**src/rtc_alarm_regs.vh**
```
/*
 * Register offsets, control bit positions and reset values of the
 * alarm and control block of the low-power real-time clock.
 * Assumes a 32-bit AXI4-Lite slave with one register per aligned word.
 */
// Functional notes
// - Alarm fires only on exact 32-bit equality.
// - Auto-reset zeroes timer one cycle after alarm.
// - Alarm event routed to reset, wake or interrupt.
// - Writing zero to alarm enable clears flag.
// - Re-enable on an unchanged held match: alarm fires again at once.
// - Alarm flag lasts at most one cycle.
// - Without auto-reset the timer wraps and continues.
// - Control register at 0x04 holds eight bits.
// - Bit 7 enables the slow oscillator.
// - Bit 6 enables the missing-clock detector.
// - Bit 5 fail flag set on timeout, software clears.
// - Bit 4 runs or holds the timer.
// - Bit 3 permits or suppresses alarm events.
// - Running timer increments once per cycle.
// - Bit 2 reads flag, write sets auto-reset.
// - Set bit loads timer from capture, self-clears.
// - Capture bit snapshots timer, self-clears.
`ifndef RTC_ALARM_REGS_VH
`define RTC_ALARM_REGS_VH

// ********************************
// Register byte offsets
// ********************************
`define RTC_CONTROL_OFS     8'h04
`define RTC_ALARM_OFS       8'h08
`define RTC_SNAPSHOT_OFS    8'h0c
`define RTC_ROUTE_OFS       8'h10

// ********************************
// Control bit positions
// ********************************
`define CTL_OSC_ENABLE      7
`define CTL_MCLK_ENABLE     6
`define CTL_OSC_FAIL        5
`define CTL_TIMER_RUN       4
`define CTL_ALARM_ENABLE    3
`define CTL_ALARM_FLAG      2
`define CTL_SET_REQ         1
`define CTL_CAP_REQ         0

// ********************************
// Route bits and reset values
// ********************************
`define ROUTE_IRQ           0
`define ROUTE_WAKE          1
`define ROUTE_RESET         2
`define ROUTE_RESET_VAL     3'h0
`define ALARM_RESET_VAL     32'h00000000
`define AXI_OKAY            2'h0
`define AXI_SLVERR          2'h2

`endif

```
**src/rtc_alarm_timer_control.v**
```verilog
/*
 * Timer, alarm compare, auto-reset and control register of the real-time
 * clock, with an AXI4-Lite register slave.
 * Assumes aclk is the slow oscillator clock; missing-clock timeout arrives
 * as a synchronous pulse from the analog detector.
 */
// Decided for this implementation: register access over AXI4-Lite.
`timescale 1ns/1ps
`include "rtc_alarm_regs.vh"

module rtc_alarm_timer_control #(
	parameter TIMER_WIDTH = 32
) (
	input  wire        aclk,
	input  wire        aresetn,
	input  wire [7:0]  s_axi_awaddr,
	input  wire        s_axi_awvalid,
	output wire        s_axi_awready,
	input  wire [31:0] s_axi_wdata,
	input  wire [3:0]  s_axi_wstrb,
	input  wire        s_axi_wvalid,
	output wire        s_axi_wready,
	output reg  [1:0]  s_axi_bresp,
	output reg         s_axi_bvalid,
	input  wire        s_axi_bready,
	input  wire [7:0]  s_axi_araddr,
	input  wire        s_axi_arvalid,
	output wire        s_axi_arready,
	output reg  [31:0] s_axi_rdata,
	output reg  [1:0]  s_axi_rresp,
	output reg         s_axi_rvalid,
	input  wire        s_axi_rready,
	input  wire        mclk_timeout,
	output reg         osc_enable,
	output reg         missing_clock_detect_enable,
	output reg         alarm_irq,
	output reg         alarm_wake,
	output reg         alarm_reset
);

	// ********************************
	// Behaviour summary
	// ********************************
	// Register map, byte addresses:
	//   0x04 control, eight bits
	//   0x08 alarm match value, full word
	//   0x0c timer snapshot value, full word
	//   0x10 event route bits, three bits
	// Control bits, read side:
	//   7 oscillator enable
	//   6 missing-clock detect enable
	//   5 oscillator fail flag
	//   4 timer run
	//   3 alarm enable
	//   2 alarm event flag
	//   1 set request, busy while high
	//   0 capture request, busy while high
	// Control bits, write side:
	//   bit 2 written selects auto-reset
	//   bit 5 written zero clears fail flag
	//   bits 1 and 0 written one start a request
	//   bits 1 and 0 written zero do nothing
	// Write timing:
	//   address and data taken in either order
	//   register updated on the edge after both held
	//   response valid from that same edge
	//   response held until the master takes it
	// Read timing:
	//   address taken while no response pending
	//   data and response valid one edge later
	//   held until the master takes them
	// Unmapped words:
	//   writes ignored, slave error response
	//   reads return zero, slave error response
	// Alarm timing:
	//   compare is combinational on the timer
	//   event flag registered, one cycle wide
	//   route outputs pulse with the flag
	//   a match that stays does not fire again
	// Auto-reset timing:
	//   timer shows zero in the flag cycle
	//   so the period is match value plus one
	// Timer counts only with oscillator and run set
	// Set request has priority over auto-reset
	// Auto-reset has priority over counting
	// Capture has priority over a snapshot write
	// Fail flag: hardware set beats software clear
	// Limitations:
	//   no oscillator trim or load settings here
	//   the route bits only steer the pulses
	//   the pulses are not latched in this block

	// ********************************
	// State
	// ********************************
	reg [TIMER_WIDTH-1:0] timer_q;
	reg [TIMER_WIDTH-1:0] alarm_match_value;
	reg [TIMER_WIDTH-1:0] timer_snapshot_value;
	reg                   timer_run;
	reg                   alarm_enable;
	reg                   auto_reset_q;
	reg                   alarm_flag_q;
	reg                   clear_pending_q;
	reg                   osc_fail_q;
	reg                   set_req_q;
	reg                   cap_req_q;
	reg [2:0]             route_q;
	reg                   aw_held_q;
	reg [7:0]             aw_addr_q;
	reg                   w_held_q;
	reg [31:0]            w_data_q;
	reg [3:0]             w_strb_q;

	wire do_write;
	wire match;
	wire alarm_event;
	wire tick;
	wire [7:0] ctl_read;

	// Byte-0 write to one decoded word
	function wr_hit;
		input [7:0] addr;
		input [7:0] ofs;
		input [3:0] strb;
		begin
			wr_hit = (addr[7:2] == ofs[7:2]) && strb[0];
		end
	endfunction

	// ********************************
	// AXI4-Lite write channel
	// ********************************
	// Address and data captured in either order; one write outstanding
	assign s_axi_awready = !aw_held_q && !s_axi_bvalid;
	assign s_axi_wready  = !w_held_q && !s_axi_bvalid;
	assign do_write      = aw_held_q && w_held_q && !s_axi_bvalid;

	always @(posedge aclk) begin
		if (!aresetn) begin
			aw_held_q    <= 1'b0;
			aw_addr_q    <= 8'h00;
			w_held_q     <= 1'b0;
			w_data_q     <= 32'h00000000;
			w_strb_q     <= 4'h0;
			s_axi_bvalid <= 1'b0;
			s_axi_bresp  <= `AXI_OKAY;
		end else begin
			if (s_axi_awvalid && s_axi_awready) begin
				aw_held_q <= 1'b1;
				aw_addr_q <= s_axi_awaddr;
			end
			if (s_axi_wvalid && s_axi_wready) begin
				w_held_q <= 1'b1;
				w_data_q <= s_axi_wdata;
				w_strb_q <= s_axi_wstrb;
			end
			if (do_write) begin
				aw_held_q    <= 1'b0;
				w_held_q     <= 1'b0;
				s_axi_bvalid <= 1'b1;
				case (aw_addr_q[7:2])
					`RTC_CONTROL_OFS  >> 2,
					`RTC_ALARM_OFS    >> 2,
					`RTC_SNAPSHOT_OFS >> 2,
					`RTC_ROUTE_OFS    >> 2: s_axi_bresp <= `AXI_OKAY;
					default:                s_axi_bresp <= `AXI_SLVERR;
				endcase
			end else if (s_axi_bvalid && s_axi_bready) begin
				s_axi_bvalid <= 1'b0;
			end
		end
	end

	// ********************************
	// AXI4-Lite read channel
	// ********************************
	// Control read: bit 2 shows the alarm flag, not auto-reset
	assign ctl_read = {osc_enable, missing_clock_detect_enable, osc_fail_q, timer_run,
		alarm_enable, alarm_flag_q, set_req_q, cap_req_q};
	assign s_axi_arready = !s_axi_rvalid;

	always @(posedge aclk) begin
		if (!aresetn) begin
			s_axi_rvalid <= 1'b0;
			s_axi_rdata  <= 32'h00000000;
			s_axi_rresp  <= `AXI_OKAY;
		end else if (s_axi_arvalid && s_axi_arready) begin
			s_axi_rvalid <= 1'b1;
			s_axi_rresp  <= `AXI_OKAY;
			case (s_axi_araddr[7:2])
				`RTC_CONTROL_OFS  >> 2: s_axi_rdata <= {24'h000000, ctl_read};
				`RTC_ALARM_OFS    >> 2: s_axi_rdata <= alarm_match_value;
				`RTC_SNAPSHOT_OFS >> 2: s_axi_rdata <= timer_snapshot_value;
				`RTC_ROUTE_OFS    >> 2: s_axi_rdata <= {29'h00000000, route_q};
				default: begin
					s_axi_rdata <= 32'h00000000;
					s_axi_rresp <= `AXI_SLVERR;
				end
			endcase
		end else if (s_axi_rvalid && s_axi_rready) begin
			s_axi_rvalid <= 1'b0;
		end
	end

	// ********************************
	// Control and configuration
	// ********************************
	// Exact 32-bit compare, gated by enable
	assign match = alarm_enable && (timer_q == alarm_match_value);
	// New entry into equality only; a held match does not fire again
	assign alarm_event = match && !clear_pending_q && !alarm_flag_q;
	assign tick  = osc_enable && timer_run; // Timer only counts with oscillator on

	always @(posedge aclk) begin
		if (!aresetn) begin
			osc_enable                  <= 1'b0;
			missing_clock_detect_enable <= 1'b0;
			timer_run                   <= 1'b0;
			alarm_enable                <= 1'b0;
			auto_reset_q                <= 1'b0;
			osc_fail_q                  <= 1'b0;
			alarm_match_value           <= `ALARM_RESET_VAL;
			route_q                     <= `ROUTE_RESET_VAL;
		end else begin
			if (do_write && wr_hit(aw_addr_q, `RTC_CONTROL_OFS, w_strb_q)) begin
				osc_enable                  <= w_data_q[`CTL_OSC_ENABLE];
				missing_clock_detect_enable <= w_data_q[`CTL_MCLK_ENABLE];
				timer_run                   <= w_data_q[`CTL_TIMER_RUN];
				alarm_enable                <= w_data_q[`CTL_ALARM_ENABLE];
				auto_reset_q                <= w_data_q[`CTL_ALARM_FLAG];
			end
			// Fail flag: set by timeout while detect enabled, else takes written bit; set wins
			if (missing_clock_detect_enable && mclk_timeout)
				osc_fail_q <= 1'b1;
			else if (do_write && wr_hit(aw_addr_q, `RTC_CONTROL_OFS, w_strb_q))
				osc_fail_q <= w_data_q[`CTL_OSC_FAIL];
			if (do_write && (aw_addr_q[7:2] == `RTC_ALARM_OFS >> 2)) begin
				alarm_match_value <= w_data_q;
			end
			if (do_write && wr_hit(aw_addr_q, `RTC_ROUTE_OFS, w_strb_q))
				route_q <= w_data_q[2:0];
		end
	end

	// ********************************
	// Timer, set and capture
	// ********************************
	always @(posedge aclk) begin
		if (!aresetn) begin
			timer_q              <= {TIMER_WIDTH{1'b0}};
			timer_snapshot_value <= {TIMER_WIDTH{1'b0}};
			set_req_q            <= 1'b0;
			cap_req_q            <= 1'b0;
		end else begin
			if (set_req_q) begin
				timer_q   <= timer_snapshot_value;
				set_req_q <= 1'b0;
			end else if (auto_reset_q && alarm_event) begin
				timer_q <= {TIMER_WIDTH{1'b0}}; // Zero one cycle after the match cycle
			end else if (tick) begin
				timer_q <= timer_q + 1'b1; // Natural wrap, count continues
			end
			if (cap_req_q) begin
				timer_snapshot_value <= timer_q;
				cap_req_q            <= 1'b0;
			end else if (do_write && (aw_addr_q[7:2] == `RTC_SNAPSHOT_OFS >> 2)) begin
				timer_snapshot_value <= w_data_q;
			end
			if (do_write && wr_hit(aw_addr_q, `RTC_CONTROL_OFS, w_strb_q)) begin
				if (w_data_q[`CTL_SET_REQ])
					set_req_q <= 1'b1;
				if (w_data_q[`CTL_CAP_REQ])
					cap_req_q <= 1'b1;
			end
		end
	end

	// ********************************
	// Alarm flag and routing
	// ********************************
	// Flag pulses one cycle per match entry; a held match does not re-fire,
	// but a disabled alarm clears clear_pending_q, so a re-enable fires at once
	always @(posedge aclk) begin
		if (!aresetn) begin
			alarm_flag_q    <= 1'b0;
			clear_pending_q <= 1'b0;
			alarm_irq       <= 1'b0;
			alarm_wake      <= 1'b0;
			alarm_reset     <= 1'b0;
		end else begin
			clear_pending_q <= match;
			alarm_flag_q    <= alarm_event;
			alarm_irq       <= alarm_event && route_q[`ROUTE_IRQ];
			alarm_wake      <= alarm_event && route_q[`ROUTE_WAKE];
			alarm_reset     <= alarm_event && route_q[`ROUTE_RESET];
		end
	end

endmodule

```
**config.mk**
```make
export PLATFORM = sky130hd
export DESIGN_NAME = rtc_alarm_timer_control
export DESIGN_NICKNAME = d
export VERILOG_FILES = /design/src/rtc_alarm_timer_control.v
export VERILOG_INCLUDE_DIRS = /design/src
export SDC_FILE = /design/constraint.sdc
export NUM_CORES = 1
export LEC_CHECK = 0
export BUFFER_PORTS_ARGS = -buffer_cell sky130_fd_sc_hd__buf_2
export CAP_MARGIN = 10
export CORE_AREA = 2 2 175 177
export DETAILED_ROUTE_END_ITERATION = 10
export DIE_AREA = 0 0 177 179
export GPL_TIMING_DRIVEN = 0
export HOLD_SLACK_MARGIN = 0.03
export RECOVER_POWER = 100
export SYNTH_ARGS = -nofsm -noshare
export SYNTH_HDL_FRONTEND = slang
export SYNTH_SLANG_ARGS = --single-unit
export TNS_END_PERCENT = 1
```
**constraint.sdc**
```tcl
create_clock -name aclk -period 4.3 [get_ports aclk]
set_input_delay 0 -clock aclk [delete_from_list [all_inputs] [get_ports aclk]]
set_output_delay 0 -clock aclk [all_outputs]
set_load 0.05 [all_outputs]
```
==> impl_metrics.json, run 1 <==
{
  "clkSlewWorstSetupHoldPaths_ns": 0.07,
  "finalWirelength_um": 30700,
  "drt.antenna.violating_nets": 0,
  "worst_ep_required_time_ns": 4.59,
  "finalHoldViolations": 0,
  "port_buffers": 95,
  "setup_slack_ns": 1.24,
  "die_area_sq_um": 31700,
  "die_x_um": 177,
  "dp.final_hpwl_um": 22200,
  "clockBufferDepth": 2,
  "start_kind": "register",
  "synth_seq_cells": 189,
  "r2r_start": "timer_q[21]",
  "crit_top_cell": "clkbuf_1",
  "outcome": "finished clean",
  "drv_slew": 0,
  "holdCritStartpoint": "s_axi_araddr[4]",
  "p_leak_uw": 0.00354,
  "ff2ff_path_depth": 8,
  "critical_path.max_fanout": 10,
  "cts_tree": "done",
  "holdPathStages": 6,
  "synth_area_sq_um": 8790,
  "rsz0062_at_grt": "false",
  "r2r_end": "timer_q[18]",
  "setup-tns-final_ns": 0,
  "setup_viol": 0,
  "grt_max_degree": 17,
  "io_pins": 106,
  "ys_async_sr_fraction_pct": 0,
  "synthDistinctLibCells": 51,
  "met1_length_um": 14000,
  "drc_errors": 0,
  "drt_iter0_markers": 718,
  "fin_worst_skew_ns": 0.00947,
  "route.met2.wl_um": 14400,
  "htree_levels": 4,
  "cp-end-kind": "register",
  "wl_met3_um": 1680,
  "pre_cts_ws_ns": 1.61,
  "highest_layer": "met4",
  "yosys_warnings": 0,
  "grt_pass1_wl_um": 47300,
  "cts_setup_buffers": 0,
  "max_cap_viol_count": 0,
  "max_freq_mhz": 326,
  "worst-endpoint-arrival_ns": 3.35,
  "crit_slowest_cell": "nor4_1",
  "synth_flop_cell": "dfxtp_1",
  "period_share_pct": 71.3,
  "critPathBufInv": 2,
  "syn_avg_cell_area_sq_um": 8.33,
  "clk_latency_ns": 0.45,
  "ys_seq_area_share_pct": 43.0,
  "synth_edf_count": 0,
  "tightest_slew_ns": 1.28,
  "holdPathEnd": "s_axi_rdata[6]",
  "crit_chain": "clkbuf_1, xnor2_1, nand4_1, nor4_1, a311oi_1, clkbuf_1, a22oi_1, a221oi_1",
  "hold_class": "in2reg",
  "cts_root_buf": "clkbuf_16",
  "grt_overflow": 0,
  "routed_via_density": 5.24,
  "rrSetupSlack_ns": 1.24,
  "relSlewSlack_pct": 13.9,
  "core_sq_um": 30000,
  "path_class": "reg2reg",
  "multi_input_area_sq_um": 4560,
  "die_h_um": 179,
  "ir_drop_mv": 0.201,
  "crit_family": "simple AND/OR/NAND/NOR gates",
  "synthCells": 1056,
  "fin_nets": 1279,
  "numClockSinks": 189,
  "period_minus_slack_ns": 3.06,
  "max_stage_delay_ns": 0.76,
  "wire_per_inst_um": 18.9,
  "synthToLayoutAreaGrowth_pct": 22.1,
  "cts_buffers": 17,
  "num-fill-cells": 3168,
  "start_util_pct": 29.3,
  "grt_usage_pct": 19.5,
  "first_pass_iters": 6,
  "drive_gt1_share_pct": 8.13,
  "num_vias": 8515,
  "rows": 64,
  "finalWeightedCongestion": 0.952,
  "grt_pass1_vias": 8106,
  "regArea_sq_um": 3780,
  "antenna-diode-count": 0,
  "antenna_found_initial": 0,
  "power_density_nw_per_um2": 344
}
## cells by family (layout without fill, tap and decap cells)
family | Yosys count | count (layout) | synth area share, %
compound gates | 260 | 260 | 20.8
xor+xnor | 32 | 32 | 3.19
fa+ha+maj | 1 | 1 | 0.142
buf+inv | 104 | 277 | 4.97
flops | 189 | 189 | 43.0
mux | 55 | 55 | 6.33
other cells | 1 | 2 | 0.0426
simple gates | 414 | 414 | 21.5
## per-layer routing
layer  GRT usage [%]  vias up
met2            32.3      308
li1                -     4108
met4            7.09        0
met5               0        -
met1            25.5     4048
met3            3.33       51
## synth_stat cells (2+ instances only)
cell type / number / share of area, %
a211oi_1: 51 / 4.4
a21o_1: 2 / 0.17
a21oi_1: 78 / 4.4
a221oi_1: 23 / 2.3
a22o_1: 4 / 0.40
a22oi_1: 43 / 3.7
a2bb2oi_1: 33 / 3.3
a32o_1: 4 / 0.46
a32oi_1: 3 / 0.30
and2_1: 9 / 0.64
and3_1: 11 / 0.78
and4_1: 5 / 0.50
buf_2: 22 / 1.3
buf_4: 3 / 0.26
clkbuf_1: 66 / 2.8
dfxtp_1: 189 / 43
inv_1: 10 / 0.43
mux2_2: 5 / 0.64
mux2i_1: 50 / 5.7
nand2_1: 171 / 7.3
nand2b_1: 13 / 0.92
nand3_1: 20 / 1.1
nand3b_1: 3 / 0.26
nand4_1: 22 / 1.6
nand4b_1: 2 / 0.20
nor2_1: 112 / 4.8
nor2b_1: 5 / 0.36
nor3_1: 23 / 1.3
nor4_1: 8 / 0.57
nor4_2: 2 / 0.28
o2111ai_1: 2 / 0.20
o21ai_0: 12 / 0.68
or3_1: 2 / 0.14
xnor2_1: 27 / 2.7
xor2_1: 5 / 0.50
## flip-flops by register name, summed over array words and instances (netlist names), 3 cells and up
name and cells:
aw_addr_q 6, timer_snapshot_value 32, timer_q 32, w_data_q 32
alarm_match_value 32, route_q 3, s_axi_rdata 32
## power by group
part           leakage (uW)  internal [uW]  total [uW]  switching, uW
Sequential          0.00153           1780        1810           28.5
Combinational       0.00173           98.3         263            164
Clock              0.000285            917        1620            706
## repair_timing
item,4_1_cts,5_1_grt
hold buffers,46,0
resized for setup,0,0
hold endpoints to repair,46,0
## stage by stage
step	cell area, sq um	util, %	hold slack [ns]	power (uW)	cells
2_1_floorplan	8800	-	0.0990	1980	1057
3_3_place_gp	9770	32.5	0.192	2080	1548
3_5_place_dp	9770	32.5	0.198	2080	1548
4_1_cts	10800	36.0	0.126	3710	1625
5_1_grt	10700	35.8	0.213	3810	1626
6_report	10700	35.8	0.131	3690	1626
## placed cells by master (no fill, tap or decap), types with 27 or more instances in the layout
cell           netlist  final
a22oi_1             43     43
dfxtp_1            189    189
mux2i_1             50     50
dlygate4sd3_1        0     46
a211oi_1            51     51
nor2_1             112    112
nand2_1            171    171
buf_2               22     57
a21oi_1             78     78
xnor2_1             27     27
clkbuf_1            66    129
a2bb2oi_1           33     33
## how the worst max path moves through the flow
| stage | slack, ns | depth (start not counted) | start | end |
|---|---|---|---|---|
| 2_1_floorplan | 2.19 | 8 | s_axi_bvalid | timer_snapshot_value[10] |
| 3_3_place_gp | 1.65 | 7 | timer_q[2] | timer_q[31] |
| 3_5_place_dp | 1.61 | 7 | timer_q[2] | timer_q[31] |
| 4_1_cts | 1.58 | 7 | timer_q[2] | timer_q[31] |
| 5_1_grt | 0.99 | 8 | s_axi_bvalid | timer_snapshot_value[7] |
| 6_report | 1.24 | 8 | timer_q[21] | timer_q[18] |
## area by class of cell
type | instances | share of cell area [%]
plain buffers | 93 | 3.47
clock buffers | 22 | 4.51
clock inverters | 9 | 1.03
inverters | 11 | 0.385
multi-input cells | 764 | 42.5
flip-flops and latches | 189 | 35.2
well taps | 396 | 4.62
repair buffers | 142 | 8.23
## worst min-delay path, cell delays in order
cell and delay [ns]:
buf_2 0.08, nor4_1 0.07, nand2_1 0.16, nor2_1 0.07
a21oi_1 0.11, nor2_1 0.04
Note: power is estimated with default switching activity, not from simulation.
==> inputs of run 2 (changes only) <==
==> constraint.sdc (replaced) <==
create_clock -name aclk -period 2.65 [get_ports aclk]
set_input_delay 0 -clock aclk [delete_from_list [all_inputs] [get_ports aclk]]
set_output_delay 0 -clock aclk [all_outputs]
set_load 0.05 [all_outputs]
==> run 2 against run 1 <==
Sequential power up 62%. Non-clock buffer count unchanged. Hold slack better by 0.0031 ns. Critical endpoint is now timer_q[6]. Register-to-register slack worse by 1.2 ns. Die area unchanged. Critical path depth unchanged. Fmax up 19%. Highest routed layer unchanged. Global-route usage unchanged. Wire length up 0.22%.
==> impl_metrics.json, run 2 (synthesis results as in run 1) <==
{
  "outcome": "finished clean",
  "r2r_end": "timer_q[6]",
  "htree_levels": 4,
  "num_vias": 8476,
  "place_area_sq_um": 9770,
  "drt_iter0_markers": 675,
  "core_sq_um": 30000,
  "antenna_found_initial": 0,
  "port_buffers": 95,
  "numClockSinks": 189,
  "synthToLayoutAreaGrowth_pct": 22.9,
  "switching_share_pct": 24.3,
  "final_util_pct": 36.0,
  "worst_ep_required_time_ns": 2.93,
  "die_area_sq_um": 31700,
  "ir_drop_mv": 0.320,
  "cts_setup_buffers": 0,
  "drv_slew": 0,
  "finalWirelength_um": 30800,
  "relSlewSlack_pct": 40.5,
  "fin_worst_skew_ns": 0.0101,
  "r2r_start": "timer_q[21]",
  "tightest_slew_ns": 0.893,
  "holdPathEnd": "s_axi_rdata[6]",
  "routed_via_density": 5.21,
  "holdCritStartpoint": "s_axi_araddr[4]",
  "final_cell_mix": "188 x dfxtp_1, 171 x nand2_1, 112 x nor2_1",
  "place_inst": 1548,
  "finalHoldViolations": 0,
  "grt_pass1_vias": 8106,
  "setup_slack_ns": 0.0780,
  "grt_overflow": 0,
  "internal_power_uw": 4540,
  "io_pins": 106,
  "crit_top_cell": "buf_2",
  "cts_root_buf": "clkbuf_16",
  "setup_viol": 0,
  "crit_chain": "buf_2, xnor2_1, nand4_1, nor4_2, a311oi_2, buf_2, a22oi_1, a211oi_1",
  "rsz0062_at_grt": "false",
  "p_clk_share_pct": 43.9,
  "fin_cells": 1626,
  "critical_path.max_fanout": 10,
  "max_cap_viol_count": 0,
  "pre_cts_ws_ns": -0.0449,
  "max_freq_mhz": 389,
  "path_class": "reg2reg",
  "ff2ff_path_depth": 8,
  "worst-endpoint-arrival_ns": 2.85,
  "grt_pass1_wl_um": 47300,
  "antenna-diode-count": 0,
  "fin_area_sq_um": 10800,
  "cp-end-kind": "register",
  "period_minus_slack_ns": 2.57,
  "period_share_pct": 97.1,
  "rrSetupSlack_ns": 0.08,
  "drive_gt1_share_pct": 10.1,
  "die_h_um": 179,
  "holdPathStages": 6,
  "finalWeightedCongestion": 0.952,
  "cts_tree": "done",
  "die_x_um": 177,
  "rows": 64,
  "drt.antenna.violating_nets": 0,
  "cts_buffers": 17,
  "crit_slowest_cell": "nor4_2",
  "combinationalPowerShare_pct": 7.2,
  "power_density_nw_per_um2": 555,
  "clkSlewWorstSetupHoldPaths_ns": 0.07,
  "pwr-share-seq_pct": 49.0,
  "fin_nets": 1279,
  "net-switching-power_uw": 1460,
  "layout_commonest_cell": "dfxtp_1",
  "max_stage_delay_ns": 0.60,
  "clk_latency_ns": 0.44,
  "drc_errors": 0,
  "grt_usage_pct": 19.5,
  "clockBufferDepth": 2,
  "dp.final_hpwl_um": 22200,
  "start_kind": "register",
  "hold_class": "in2reg",
  "first_pass_iters": 5,
  "wire_per_inst_um": 18.9,
  "grt_max_degree": 17,
  "p_leak_uw": 0.00362,
  "start_util_pct": 29.3
}
run 2: worst max-delay path by stage:
| stage | end | startpoint |
|---|---|---|
| final | timer_q[6] | timer_q[21] |
| after global routing | timer_q[31] | timer_q[17] |
| after detailed placement | timer_q[31] | timer_q[2] |
| after CTS | alarm_match_value[13] | s_axi_bvalid |
| after global placement | timer_q[31] | timer_q[2] |
| after floorplan | timer_snapshot_value[10] | s_axi_bvalid |
run 2: timing repair:
item / in CTS / in global routing
hold buffers: 46 / 0
hold endpoints to repair: 46 / 0
resized for setup: 1 / 5
setup endpoints to repair: 3 / 56
pin swaps: 0 / 1
gates cloned: 0 / 0
run 2: area by class of cell:
| type | instances | area, sq um |
|---|---|---|
| Multi-Input combinational cell | 764 | 4610 |
| Sequential cell | 189 | 3780 |
| Tap cell | 396 | 495 |
| Clock buffer | 22 | 484 |
| Buffer | 93 | 398 |
| Clock inverter | 9 | 110 |
| Fill cell | 3159 | 19200 |
| Timing Repair Buffer | 142 | 886 |
| Inverter | 11 | 41.3 |
run 2: power groups by stage:
stage / registers [uW] / clock network, uW / logic [uW]
after floorplan: 3000 / 0 / 218
final: 2940 / 2630 / 430
after detailed placement: 3000 / 0 / 378
after CTS: 2930 / 2650 / 433
after global placement: 3000 / 0 / 374
after global routing: 2940 / 2770 / 471
run 2: metrics by stage:
stage | power [uW] | hold WS (ns) | TNS [ns]
3_3_place_gp | 3370 | 0.192 | -0.00410
3_5_place_dp | 3380 | 0.198 | -0.0623
4_1_cts | 6020 | 0.126 | 0
5_1_grt | 6180 | 0.213 | 0
2_1_floorplan | 3220 | 0.0990 | 0
6_report | 6000 | 0.134 | 0
run 2: routing by layer:
| metal | vias to the layer above | part of all wire [%] | global-route usage (%) |
|---|---|---|---|
| met5 | - | 0 | 0 |
| li1 | 4092 | - | - |
| met4 | 0 | 2.4 | 7.09 |
| met3 | 58 | 5.8 | 3.33 |
| met1 | 4012 | 45 | 25.5 |
| met2 | 314 | 47 | 32.3 |
run 2: worst max-delay path: cells and delay by family, from the launching register on:
family | cells | cell delay [ns]
buf+inv | 2 | 0.45
simple gates | 2 | 0.76
compound gates | 3 | 0.54
flops | 1 | 0.29
xor+xnor | 1 | 0.36
==> inputs of run 3 (changes only) <==
--- a/config.mk
+++ b/config.mk
@@ -13,7 +13,7 @@
 export DIE_AREA = 0 0 177 179
 export GPL_TIMING_DRIVEN = 0
 export HOLD_SLACK_MARGIN = 0.03
-export RECOVER_POWER = 100
+export RECOVER_POWER = 25
 export SYNTH_ARGS = -nofsm -noshare
 export SYNTH_HDL_FRONTEND = slang
 export SYNTH_SLANG_ARGS = --single-unit
==> run 3 against run 2 <==
Critical path depth decreased by 1. Non-clock buffer count unchanged. Via count increased by 0.13%. Combinational power about the same. Sequential power about the same. Cell count unchanged. Largest cell class unchanged.
==> impl_metrics.json, run 3 (synthesis results as in run 1) <==
{
  "outcome": "finished clean",
  "synthToLayoutAreaGrowth_pct": 22.9,
  "grt_pass1_vias": 8106,
  "drt_iter0_markers": 736,
  "combinationalPowerShare_pct": 7.1,
  "p_leak_uw": 0.00362,
  "tightest_slew_ns": 0.890,
  "cts_buffers": 17,
  "switching_share_pct": 24.3,
  "cts_root_buf": "clkbuf_16",
  "worst_ep_required_time_ns": 2.94,
  "grt_usage_pct": 19.5,
  "final_cell_mix": "188 x dfxtp_1, 171 x nand2_1, 112 x nor2_1",
  "final_util_pct": 36.0,
  "numClockSinks": 189,
  "wire_per_inst_um": 18.9,
  "use_met2_pct": 32.3,
  "fin_area_sq_um": 10800,
  "die_x_um": 177,
  "num-fill-cells": 3159,
  "net-switching-power_uw": 1460,
  "internal_power_uw": 4540,
  "use_met3_pct": 3.33,
  "grt_pass1_wl_um": 47300,
  "finalWirelength_um": 30700,
  "port_buffers": 95,
  "core_sq_um": 30000,
  "p_clk_share_pct": 43.9,
  "critical_path.max_fanout": 7,
  "antenna-diode-count": 0,
  "hold_class": "in2reg",
  "regArea_sq_um": 3780,
  "setup_viol": 0,
  "clockBufferDepth": 2,
  "period_share_pct": 96.3,
  "rows": 64,
  "clk_latency_ns": 0.44,
  "power_density_nw_per_um2": 555,
  "period_minus_slack_ns": 2.55,
  "max_freq_mhz": 392,
  "drt.antenna.violating_nets": 0,
  "place_area_sq_um": 9770,
  "htree_levels": 4,
  "die_h_um": 179,
  "fin_nets": 1279,
  "dp.final_hpwl_um": 22200,
  "multi_input_area_sq_um": 4610,
  "start_kind": "register",
  "max_cap_viol_count": 0,
  "path_class": "reg2reg",
  "cts_setup_buffers": 0,
  "cp-end-kind": "register",
  "relSlewSlack_pct": 40.7,
  "layout_commonest_cell": "dfxtp_1",
  "first_pass_iters": 5,
  "start_util_pct": 29.3,
  "grt_overflow": 0,
  "routed_via_density": 5.22,
  "clkSlewWorstSetupHoldPaths_ns": 0.07,
  "antenna_found_initial": 0,
  "drc_errors": 0,
  "pwr-share-seq_pct": 49.0,
  "grt_most_used_layer": "met2",
  "grt_max_degree": 17,
  "worst-endpoint-arrival_ns": 2.84,
  "num_vias": 8487,
  "cts_tree": "done",
  "finalWeightedCongestion": 0.952,
  "die_area_sq_um": 31700,
  "io_pins": 106,
  "met1_usage_pct": 25.5,
  "ir_drop_mv": 0.322,
  "drv_slew": 0,
  "finalHoldViolations": 0,
  "drive_gt1_share_pct": 10.1,
  "fin_worst_skew_ns": 0.0107
}
run 3: cell types whose count changed in the layout (fill, tap and decap cells not counted):
cell	before	now
buf_2	71	72
clkbuf_2	2	1
run 3: layer usage:
metal	up-vias	part of all wire, %	wire length [um]
li1	4098	-	-
met1	4035	45	13800
met2	302	47	14400
met3	52	5.8	1790
met4	0	2.3	714
met5	-	0	0
run 3: through the flow:
| step | setup TNS, ns | total power [uW] | setup slack (ns) | hold slack, ns | std cells |
|---|---|---|---|---|---|
| floorplan | 0 | 3220 | 0.543 | 0.0990 | 1057 |
| global placement | -0.00410 | 3370 | -0.00410 | 0.192 | 1548 |
| detailed placement | -0.0623 | 3380 | -0.0449 | 0.198 | 1548 |
| CTS | 0 | 6020 | 0.0882 | 0.126 | 1625 |
| global route | -0.00590 | 6180 | -0.00590 | 0.213 | 1626 |
| finish | 0 | 6000 | 0.0981 | 0.133 | 1626 |
run 3: worst max-delay path, cell delays in order (launching register included):
cell and delay [ns]:
dfxtp_1 0.31, clkbuf_1 0.27, and3_1 0.31, nand3_1 0.33, nor4_2 0.75, nand4_1 0.18, a22oi_1 0.18, a211oi_1 0.07
run 3: worst paths after layout:
path	slack (ns)	cells past startpoint	from	to
worst max-delay path	0.1	7	timer_q[17]	timer_q[31]
worst min-delay path	0.13	6	s_axi_araddr[4]	s_axi_rdata[6]
worst max register to register	0.1	7	timer_q[17]	timer_q[31]
worst min register to register	0.47	2	w_strb_q[0]	w_strb_q[0]
run 3: power groups by stage:
| stage | sequential [uW] | clock [uW] | combinational, uW |
|---|---|---|---|
| after global routing | 2940 | 2770 | 471 |
| after floorplan | 3000 | 0 | 218 |
| final | 2940 | 2630 | 429 |
| after detailed placement | 3000 | 0 | 378 |
| after CTS | 2930 | 2650 | 433 |
| after global placement | 3000 | 0 | 374 |
run 3: layout make-up:
class | instances | area share [%]
multi-input cells | 764 | 42.6
flip-flops and latches | 189 | 35.0
repair buffers | 142 | 8.20
well taps | 396 | 4.58
clock buffers | 22 | 4.48
plain buffers | 93 | 3.68
clock inverters | 9 | 1.02
inverters | 11 | 0.382
run 3: repair_timing:
item	in CTS	in global routing
endpoints found under the hold margin	46	0
resized for setup	1	5
pin swaps	0	1
endpoints found under the setup margin	3	56
hold buffers	46	0
